File: src/shared/cmbo_pkg.sv
// package: bus states, widths, status encodings and carrier structs for the local bus outputs
package cmbo_pkg;
  localparam int CMBO_AW = 20;
  localparam int CMBO_DW = 8;
  localparam int CMBO_IW = 16;
  localparam int CMBO_MAX_WAITS = 15;
  localparam logic [1:0] CMBO_SEG_ALT = 2'h0;
  localparam logic [1:0] CMBO_SEG_STACK = 2'h1;
  localparam logic [1:0] CMBO_SEG_CODE = 2'h2;
  localparam logic [1:0] CMBO_SEG_DATA = 2'h3;
  localparam logic [3:0] CMBO_IO_UPPER = 4'h0;
  localparam logic [3:0] CMBO_WAIT_ONE = 4'h1;
  localparam logic [CMBO_DW-1:0] CMBO_BYTE_ZERO = 8'h00;

  typedef enum logic [2:0] {
    CMBO_IDLE,
    CMBO_ADDRESS_STATE,
    CMBO_SECOND_BUS_STATE,
    CMBO_THIRD_BUS_STATE,
    CMBO_WAIT_STATE,
    CMBO_FINAL_BUS_STATE
  } cmbo_state_t;

  // one byte transfer requested by the execution unit
  typedef struct packed {
    logic [CMBO_AW-1:0] addr;
    logic [CMBO_DW-1:0] wdata;
    logic is_io;
    logic is_read;
    logic [1:0] seg;
  } cmbo_req_t;

  // pin group as seen at the package edge
  typedef struct packed {
    logic [CMBO_DW-1:0] ad_out;
    logic ad_oe;
    logic [7:0] mid_addr;
    logic mid_oe;
    logic [3:0] upper;
    logic upper_oe;
    logic rd_n;
    logic rd_oe;
  } cmbo_pins_t;
endpackage

File: src/hdl/cmbo_bus_unit.sv
`timescale 1ns/100ps
// bus unit: multiplexed address/data, middle address and address/status outputs
module cmbo_bus_unit
  import cmbo_pkg::*;
(
  input wire logic clk,
  input wire logic nrst,
  input wire logic word_valid,
  input wire logic word_is_16,
  input wire cmbo_req_t word_req,
  input wire logic [CMBO_IW-1:0] word_wdata,
  output logic word_ready,
  output logic [CMBO_IW-1:0] word_rdata,
  output logic word_done,
  input wire logic irq_enable_flag,
  input wire logic int_ack,
  input wire logic hold_ack,
  input wire logic ready,
  input wire logic min_max_select,
  input wire logic [CMBO_DW-1:0] shared_low_addr_data_lines_in,
  output logic [CMBO_DW-1:0] shared_low_addr_data_lines_out,
  output logic shared_low_addr_data_lines_oe,
  output logic [7:0] middle_address_lines,
  output logic middle_address_lines_oe,
  output logic upper_addr_status_bit19,
  output logic upper_addr_status_bit18,
  output logic upper_addr_status_bit17,
  output logic upper_addr_status_bit16,
  output logic upper_addr_status_oe,
  output logic rd_n,
  output logic rd_oe,
  output logic min_mode
);
  typedef struct packed {
    cmbo_state_t st;
    cmbo_req_t cur;
    cmbo_pins_t pins;
    logic [CMBO_DW-1:0] rdata;
    logic done;
    logic ready_s1;
    logic ready_s2;
    logic mode_s1;
    logic mode_s2;
    logic min_mode;
    logic [3:0] waits;
  } cmbo_bus_t;

  cmbo_bus_t b_q, b_d;
  logic byte_valid;
  cmbo_req_t byte_req;
  logic floated;

  // status nibble: top bit low, interrupt flag, segment code
  function automatic logic [3:0] status_nibble(input logic ie, input logic [1:0] seg);
    status_nibble = {1'b0, ie, seg};
  endfunction

  cmbo_word_split u_split (
    .clk(clk),
    .nrst(nrst),
    .word_valid(word_valid),
    .word_is_16(word_is_16),
    .word_req(word_req),
    .word_wdata(word_wdata),
    .word_ready(word_ready),
    .byte_valid(byte_valid),
    .byte_req(byte_req),
    .byte_done(b_q.done),
    .byte_rdata(b_q.rdata),
    .word_rdata(word_rdata),
    .word_done(word_done)
  );

  assign floated = int_ack || hold_ack;

  always_comb
  begin
    b_d = b_q;
    b_d.done = 1'b0;
    b_d.ready_s1 = ready;
    b_d.ready_s2 = b_q.ready_s1;
    b_d.mode_s1 = min_max_select;
    b_d.mode_s2 = b_q.mode_s1;
    b_d.min_mode = b_q.mode_s2;
    unique case (b_q.st)
      CMBO_IDLE:
        // splitter needs the done edge to step to the next byte, else a byte runs twice
        if (byte_valid && !b_q.done && !floated)
        begin
          b_d.st = CMBO_ADDRESS_STATE;
          b_d.cur = byte_req;
        end
      CMBO_ADDRESS_STATE:
        b_d.st = CMBO_SECOND_BUS_STATE;
      CMBO_SECOND_BUS_STATE:
        b_d.st = CMBO_THIRD_BUS_STATE;
      CMBO_THIRD_BUS_STATE, CMBO_WAIT_STATE:
        if (b_q.ready_s2 || b_q.waits == 4'(CMBO_MAX_WAITS))
        begin
          b_d.st = CMBO_FINAL_BUS_STATE;
          b_d.waits = '0;
          b_d.rdata = shared_low_addr_data_lines_in;
        end
        else
        begin
          b_d.st = CMBO_WAIT_STATE;
          b_d.waits = b_q.waits + CMBO_WAIT_ONE;
        end
      CMBO_FINAL_BUS_STATE:
      begin
        b_d.st = CMBO_IDLE;
        b_d.done = 1'b1;
      end
    endcase

    // outputs are registered: they show the state being entered
    b_d.pins.ad_oe = 1'b0;
    b_d.pins.rd_n = 1'b1;
    b_d.pins.rd_oe = !floated;
    b_d.pins.mid_oe = !floated && (b_d.st != CMBO_IDLE);
    b_d.pins.upper_oe = !floated && (b_d.st != CMBO_IDLE);
    if (b_d.st != CMBO_IDLE)
      b_d.pins.mid_addr = b_d.cur.addr[15:8];
    if (b_d.st == CMBO_ADDRESS_STATE)
    begin
      b_d.pins.ad_out = b_d.cur.addr[7:0];
      b_d.pins.ad_oe = !floated;
      b_d.pins.upper = b_d.cur.is_io ? CMBO_IO_UPPER : b_d.cur.addr[19:16];
    end
    else if (b_d.st != CMBO_IDLE)
    begin
      b_d.pins.upper = status_nibble(irq_enable_flag, b_d.cur.seg);
      if (b_d.cur.is_read)
      begin
        // second state keeps the strobe high so the address has left the lines
        b_d.pins.rd_n = (b_d.st == CMBO_SECOND_BUS_STATE) ? (b_q.pins.ad_oe) : 1'b0;
      end
      else
      begin
        b_d.pins.ad_out = b_d.cur.wdata;
        b_d.pins.ad_oe = !floated;
      end
    end
  end

  always_ff @(posedge clk)
  begin
    if (!nrst)
    begin
      b_q <= '0;
      b_q.st <= CMBO_IDLE;
      b_q.pins.rd_n <= 1'b1;
      b_q.pins.ad_out <= CMBO_BYTE_ZERO;
    end
    else
      b_q <= b_d;
  end

  assign shared_low_addr_data_lines_out = b_q.pins.ad_out;
  assign shared_low_addr_data_lines_oe = b_q.pins.ad_oe;
  assign middle_address_lines = b_q.pins.mid_addr;
  assign middle_address_lines_oe = b_q.pins.mid_oe;
  assign upper_addr_status_bit19 = b_q.pins.upper[3];
  assign upper_addr_status_bit18 = b_q.pins.upper[2];
  assign upper_addr_status_bit17 = b_q.pins.upper[1];
  assign upper_addr_status_bit16 = b_q.pins.upper[0];
  assign upper_addr_status_oe = b_q.pins.upper_oe;
  assign rd_n = b_q.pins.rd_n;
  assign rd_oe = b_q.pins.rd_oe;
  assign min_mode = b_q.min_mode;

  AST_ADDR_FIRST: assert property (@(posedge clk) disable iff (!nrst)
    (b_q.st == CMBO_IDLE && b_d.st == CMBO_ADDRESS_STATE && !floated)
    |=> shared_low_addr_data_lines_oe && shared_low_addr_data_lines_out == b_q.cur.addr[7:0])
    else $error("low lines not carrying address in address state");
  AST_FLOAT: assert property (@(posedge clk) disable iff (!nrst)
    floated |=> !shared_low_addr_data_lines_oe && !middle_address_lines_oe)
    else $error("lines driven during acknowledge or hold");
  AST_MID_STABLE: assert property (@(posedge clk) disable iff (!nrst)
    (b_q.st == CMBO_SECOND_BUS_STATE) |-> $stable(middle_address_lines))
    else $error("middle address changed within cycle");
  AST_IO_LOW: assert property (@(posedge clk) disable iff (!nrst)
    (b_q.st == CMBO_ADDRESS_STATE && b_q.cur.is_io) |-> b_q.pins.upper == CMBO_IO_UPPER)
    else $error("upper lines not low in io cycle");
  AST_TOP_LOW: assert property (@(posedge clk) disable iff (!nrst)
    (b_q.st inside {CMBO_SECOND_BUS_STATE, CMBO_THIRD_BUS_STATE, CMBO_WAIT_STATE})
    |-> !upper_addr_status_bit19)
    else $error("top status bit high in status phase");
  AST_SEG: assert property (@(posedge clk) disable iff (!nrst)
    (b_q.st == CMBO_THIRD_BUS_STATE) |-> b_q.pins.upper[1:0] == b_q.cur.seg)
    else $error("segment status mismatch");
  AST_RD_LOW: assert property (@(posedge clk) disable iff (!nrst)
    (b_q.st == CMBO_THIRD_BUS_STATE && b_q.cur.is_read) |-> !rd_n)
    else $error("read strobe high in third state");
  AST_WAIT: assert property (@(posedge clk) disable iff (!nrst)
    (b_q.st == CMBO_THIRD_BUS_STATE && !b_q.ready_s2) |=> b_q.st == CMBO_WAIT_STATE)
    else $error("no wait state inserted");
  AST_FLOAT_REFUSE: assert property (@(posedge clk) disable iff (!nrst)
    (b_q.st == CMBO_IDLE && floated) |=> b_q.st == CMBO_IDLE)
    else $error("bus cycle started during acknowledge or hold");
  AST_IE_STATUS: assert property (@(posedge clk) disable iff (!nrst)
    (b_q.st inside {CMBO_SECOND_BUS_STATE, CMBO_THIRD_BUS_STATE, CMBO_WAIT_STATE,
    CMBO_FINAL_BUS_STATE}) |-> upper_addr_status_bit18 == $past(irq_enable_flag))
    else $error("interrupt enable status not refreshed");
endmodule

File: src/hdl/cmbo_word_split.sv
`timescale 1ns/100ps
// word splitter: turns a 16-bit operand into successive byte requests, low byte first
module cmbo_word_split
  import cmbo_pkg::*;
(
  input wire logic clk,
  input wire logic nrst,
  input wire logic word_valid,
  input wire logic word_is_16,
  input wire cmbo_req_t word_req,
  input wire logic [CMBO_IW-1:0] word_wdata,
  output logic word_ready,
  output logic byte_valid,
  output cmbo_req_t byte_req,
  input wire logic byte_done,
  input wire logic [CMBO_DW-1:0] byte_rdata,
  output logic [CMBO_IW-1:0] word_rdata,
  output logic word_done
);
  typedef struct packed {
    logic busy;
    logic second;
    logic is_16;
    cmbo_req_t req;
    logic [CMBO_DW-1:0] hi_wdata;
    logic [CMBO_IW-1:0] rdata;
    logic done;
    logic ready;
  } cmbo_split_t;

  cmbo_split_t s_q, s_d;

  always_comb
  begin
    s_d = s_q;
    s_d.done = 1'b0;
    if (!s_q.busy && word_valid)
    begin
      s_d.busy = 1'b1;
      s_d.second = 1'b0;
      s_d.is_16 = word_is_16;
      s_d.req = word_req;
      s_d.req.wdata = word_wdata[CMBO_DW-1:0];
      s_d.hi_wdata = word_wdata[CMBO_IW-1:CMBO_DW];
    end
    else if (s_q.busy && byte_done)
    begin
      // external path is one byte wide, so a word costs two bus cycles
      if (!s_q.second)
        s_d.rdata[CMBO_DW-1:0] = byte_rdata;
      else
        s_d.rdata[CMBO_IW-1:CMBO_DW] = byte_rdata;
      if (s_q.is_16 && !s_q.second)
      begin
        s_d.second = 1'b1;
        s_d.req.addr = s_q.req.addr + CMBO_AW'(1);
        s_d.req.wdata = s_q.hi_wdata;
      end
      else
      begin
        s_d.busy = 1'b0;
        s_d.done = 1'b1;
      end
    end
    // ready kept in its own flop so the port is not an inverter output
    s_d.ready = !s_d.busy;
  end

  always_ff @(posedge clk)
  begin
    if (!nrst)
    begin
      s_q <= '0;
      s_q.ready <= 1'b1;
    end
    else
      s_q <= s_d;
  end

  assign word_ready = s_q.ready;
  assign byte_valid = s_q.busy;
  assign byte_req = s_q.req;
  assign word_rdata = s_q.rdata;
  assign word_done = s_q.done;
endmodule

File: config.mk
export PLATFORM = sky130hd
export DESIGN_NAME = cmbo_bus_unit
export DESIGN_NICKNAME = d
export VERILOG_FILES = /design/src/shared/cmbo_pkg.sv /design/src/hdl/cmbo_bus_unit.sv /design/src/hdl/cmbo_word_split.sv
export SDC_FILE = /design/constraint.sdc
export NUM_CORES = 1
export LEC_CHECK = 0
export BUFFER_PORTS_ARGS = -buffer_cell sky130_fd_sc_hd__buf_2
export CAP_MARGIN = 20
export CORE_ASPECT_RATIO = 0.7
export CORE_UTILIZATION = 25
export CTS_BUF_LIST = sky130_fd_sc_hd__clkbuf_4
export CTS_CLUSTER_SIZE = 30
export DETAILED_ROUTE_END_ITERATION = 16
export GPL_TIMING_DRIVEN = 0
export SYNTH_ARGS = -nofsm -noshare
export SYNTH_HDL_FRONTEND = slang
export SYNTH_HIERARCHICAL = 1
export SYNTH_SLANG_ARGS = --single-unit
File: constraint.sdc
create_clock -name clk -period 4.4 [get_ports clk]
set_input_delay 0.22 -clock clk [delete_from_list [all_inputs] [get_ports clk]]
set_output_delay 0.22 -clock clk [all_outputs]
set_load 0.01 [all_outputs]
# Word-level counts from Yosys, hierarchy flattened
# Cells that the tools add are included.
dict set report totals {
  elab_cells 100
  in_bits 65
  ff_bits 138
  output_inout_bits 44
}
dict set report classes {
  reduce_logical 28
  bitwise 6
  n_mux 21
  addsub 2
  n_eq_ne 9
}
# operator n
set ops {}
lappend ops {{$mux 28} 3}
lappend ops {{$mux 35} 1}
lappend ops {{$mux 32} 1}
lappend ops {{$mux 9} 3}
lappend ops {{$add 20x1->20 const B} 1}
lappend ops {{$mux 4} 4}
lappend ops {{$pmux 3 s5} 1}
lappend ops {{$eq 3x2->1 const B} 3}
lappend ops {{$reduce_and 2->1} 4}
lappend ops {{$eq 3x1->1 const B} 2}
lappend ops {{$eq 3x3->1 const B} 2}
lappend ops {{$logic_and 1x1->1} 6}
lappend ops {{$mux 1} 6}
lappend ops {{$not 1->1} 6}
lappend ops {{$reduce_and 3->1} 2}
lappend ops {{$reduce_bool 2->1} 3}
lappend ops {{$logic_not 1->1} 5}
lappend ops {{$add 4x1->4 const B} 1}
lappend ops {{$eq 4x4->1 const B} 1}
lappend ops {{$mux 2} 2}
lappend ops {{$reduce_or 2->1} 2}
lappend ops {{$reduce_or 4->1} 1}
lappend ops {{$logic_not 3->1} 1}
lappend ops {{$reduce_bool 3->1} 1}
lappend ops {{3 further kinds} 4}

# Longest topological paths before layout
dict set report logic_depth {
  word_depth 8
  mapped_depth 7
  ltp_nobuf 5
}

# By module
# The synthesis kept the hierarchy.
# module cells_per_inst n_inst area_per_inst_um2
set by_module_without_submodules {}
lappend by_module_without_submodules {cmbo_bus_unit 339 1 3304.4}
lappend by_module_without_submodules {cmbo_word_split 370 1 3091.7}

# Worst setup path before layout
# OpenSTA, ideal clock, no wires.
dict set report synth_path {
  kind {register to register}
  startpoint {register b_q[9] (netlist name)}
  endpoint {register b_q, in the netlist shared_low_addr_data_lines_out[7]}
  setup_ps 122
  setup_slack_ps 2268
  path_stages_with_launch 7
  t_arrival_ps 2010
  t_required_ps 4278
  synth_period_minus_slack_ps 2132
  path_buffers 2
  path_cell_list {dfxtp_1 -> or4b_4 -> buf_6 -> nor2_8 -> buf_12 -> mux2_1 -> a221o_1}
}
dict set report synth_between {
  elab_chain_len 8
  elab_cells_between_ends 14
}
# element line_no
set synth_lines {}
lappend synth_lines {{start, declared} cmbo_bus_unit.sv:48} ;# cmbo_bus_t b_q, b_d;
lappend synth_lines {{$logic_not 1->1 (*)} cmbo_bus_unit.sv:88} ;# if (byte_valid && !b_q.done && !floated)
lappend synth_lines {{$logic_and 1x1->1 (*) (2 in a row)} cmbo_bus_unit.sv:88}
lappend synth_lines {{$mux 35 (*)} cmbo_bus_unit.sv:88}
lappend synth_lines {{$pmux 3 s5 / $mux 32 (equally long branches)} cmbo_bus_unit.sv:85} ;# unique case (b_q.st)
lappend synth_lines {{$eq 3x1->1 (tied with other cells)} cmbo_bus_unit.sv:124} ;# if (b_d.st == CMBO_ADDRESS_STATE)
lappend synth_lines {{$ne 2x1->1 (no source line) (tied with other cells)} --}
lappend synth_lines {{$reduce_and 2->1 (no source line) / $mux 9 (equally long branches)} --}
# Mark *: on every way between the ends. The rest lies on a longest branch, timed or not. The select of a mux whose other input is x is not followed.
# A chain may end at the register's enable or synchronous reset.

# Worst setup path after layout
# Ends and elaborated chain as after synthesis.

==> impl_metrics.tcl <==
set metrics [dict create \
    synth_cells 709 \
    final_nets 948 \
    avgViaCountPerCell 4.53 \
    final_max_slew_viol_count 0 \
    fmax_mhz 435 \
    startpoint "b_q[9]" \
    syn-num-nets 776 \
    leakage_nw 3.37 \
    crit_type "reg -> reg" \
    synth_edf_count 0 \
    wl_per_cell_um 15.5 \
    cts_root_buffer "clkbuf_4" \
    hold_class "in -> reg" \
    gp_congestion 0.809 \
    htree_levels 4 \
    fp-row-count 48 \
    cp.required_ps 4870 \
    cp_top_family "simple AND/OR/NAND/NOR gates" \
    drive_gt1_frac 0.279 \
    ys_seq_area_frac 0.432 \
    syn-mean-instance-area_sq_um 9.02 \
    globalRouteTotalUtil 0.148 \
    detail-route-antenna-nets 0 \
    finalPower_mw 3.22 \
    synth.most_common_cell "dfxtp_1" \
    die_w_um 193 \
    setup_viol 0 \
    place_area_sq_um 7300 \
    yosysTopAreaCellShare 0.432 \
    min_period_over_period 0.523 \
    start_util 0.257 \
    post-route-min-period_ps 2300 \
    ys_ff_latch 138 \
    clockBufferDepth 2 \
    max_slew_margin 0.374 \
    async_reset_ff_frac 0 \
    grt_pass1_vias 5248 \
    synth_area_sq_um 6400 \
    finClkSkew_ps 26.9 \
    remaining_drc_errors 0 \
    crit_buf_inv 2 \
    grt_max_degree 17 \
    yosys.area.top_type "dfxtp_1" \
    hpwl_um 14100 \
    die_h_um 136 \
    num_vias 5526 \
    tightest_slew_ps 932 \
    yosysWarnings 6 \
    worstPathCellList "or4b_4 > buf_6 > nor2_8 > buf_12 > mux2_1 > a221o_1" \
    drt-initial-drc-count 414 \
    clock_latency_ps 570 \
    arrival_ps 2770 \
    hold_viol 0 \
    ys.flop_type "dfxtp_1" \
    overflow 0 \
    power_density_nw_per_um2 394 \
    postLayoutCellArea_sq_um 8190 \
    rsz0062_at_grt "no" \
    drv_cap 0 \
    io_pins 109 \
    syn2layout_area_growth_pct 28.0 \
    start_kind "flip-flop" \
    port_buffers 100 \
    cts_tree "built" \
    grt_pass1_wl_um 29000 \
    cp_slowest_cell "or4b_4" \
    crit_fanout 10 \
    clk_pin_slew_ps 130 \
    core_sq_um 24900 \
    wl_um 18900 \
    finalSetupTns_ps 0 \
    first_pass_iters 6 \
    numClockSinks 138 \
    ir_drop_mv 0.166 \
    dieArea_sq_um 26200 \
    antenna_found_initial 1 \
    hp-start "word_valid" \
    synth_area_leaders "dfxtp_1, buf_4, nand2_1" \
    cp-end-kind "flip-flop" \
    status "finished, final reports clean" \
    numCtsBuffers 17 \
    max_stage_delay_ps 570 \
    synth.distinct_cells 65 \
    crit-reg2reg-launch "b_q[9]" \
    synth_commonest_cells "dfxtp_1, nand2_1, buf_4" \
]
## kinds of logic (layout without fill, tap and decap cells)
kind of cell / Yosys count / count (layout) / synth area share
adder cells (fa/ha/maj): 2 / 2 / 0.00391
AO/OA/AOI/OAI: 138 / 138 / 0.149
other: 0 / 1 / 0
multiplexers: 39 / 39 / 0.0626
buffers and inverters: 116 / 301 / 0.119
XOR/XNOR: 13 / 13 / 0.0178
AND/OR/NAND/NOR: 263 / 263 / 0.216
flip-flops: 138 / 138 / 0.432
## sequential cells by signal, summed over array words and instances (netlist names), 3 cells and up
signal and count:
b_d 3, b_q 49, u_split/byte_req 32, u_split/word_rdata 16, u_split/s_q 10, shared_low_addr_data_lines_out 8, middle_address_lines 8
## through the flow
stage                     instances  hold WS (ps)  setup slack, ps  utilization
after floorplan                 709           311             2270            -
after global placement         1134           415             2130        0.294
after detailed placement       1134           418             2100        0.294
after CTS                      1219          11.0             2080        0.329
after global routing           1219          11.0             2030        0.329
final                          1220          56.9             2100        0.329
## worst reg2reg max path: stages (launching register included)
cell	delay (ps)
dfxtp_1	430
or4b_4	570
buf_6	170
nor2_8	210
buf_12	180
mux2_1	340
a221o_1	310
## routing by layer
metal	track usage	part of all wire
met5	0	0
met4	0.0304	0.0085
met3	0.0490	0.062
met2	0.214	0.42
met1	0.211	0.51
## where the power goes
part           switching (mW)  leakage, nW  total (mW)  internal, mW
logic                   0.448         2.06       0.797         0.349
clock network           0.508        0.180        1.02         0.509
registers              0.0740         1.12        1.41          1.34
total                    1.03         3.37        3.22          2.19
## timing repair
action	4_1_cts	5_1_grt
hold endpoints to repair	53	0
resized for setup	0	0
hold buffers	53	0
buffers inserted	0	0
## layout by cell type, fill, tap and decap left out, types with 7 or more instances in the layout
cell and n:
nand4_1 7, a221o_1 11, nand3_1 20, nand3b_1 10, buf_2 110, inv_1 10, xnor2_1 10, and2_1 17
o21ai_0 18, a311oi_1 9, clkbuf_1 19, nor3_1 17, nand2_1 102, dfxtp_1 138, clkbuf_4 17, a211oi_2 8
dlygate4sd3_1 53, a21oi_1 63, buf_4 68, nor2_1 50, mux2_2 7, mux2i_1 31
## path summary, 6_finish.rpt
check / to / slack (ps) / depth (start not counted)
max: shared_low_addr_data_lines_out[7] / 2100 / 6
min: u_split/byte_valid / 60 / 3
max reg2reg: shared_low_addr_data_lines_out[7] / 2100 / 6
min reg2reg: min_mode / 450 / 1
## area by class of cell
| type | count | area [sq um] |
|---|---|---|
| fill | 2690 | 16700 |
| multi-input combinational | 455 | 2870 |
| sequential | 138 | 2760 |
| timing repair buffer | 153 | 1030 |
| buffer | 106 | 723 |
| tap | 325 | 407 |
| clock inverter | 15 | 223 |
| clock buffer | 17 | 128 |
| inverter | 10 | 37.5 |
| antenna | 1 | 2.50 |
Note: power is estimated with default switching activity, not from simulation.
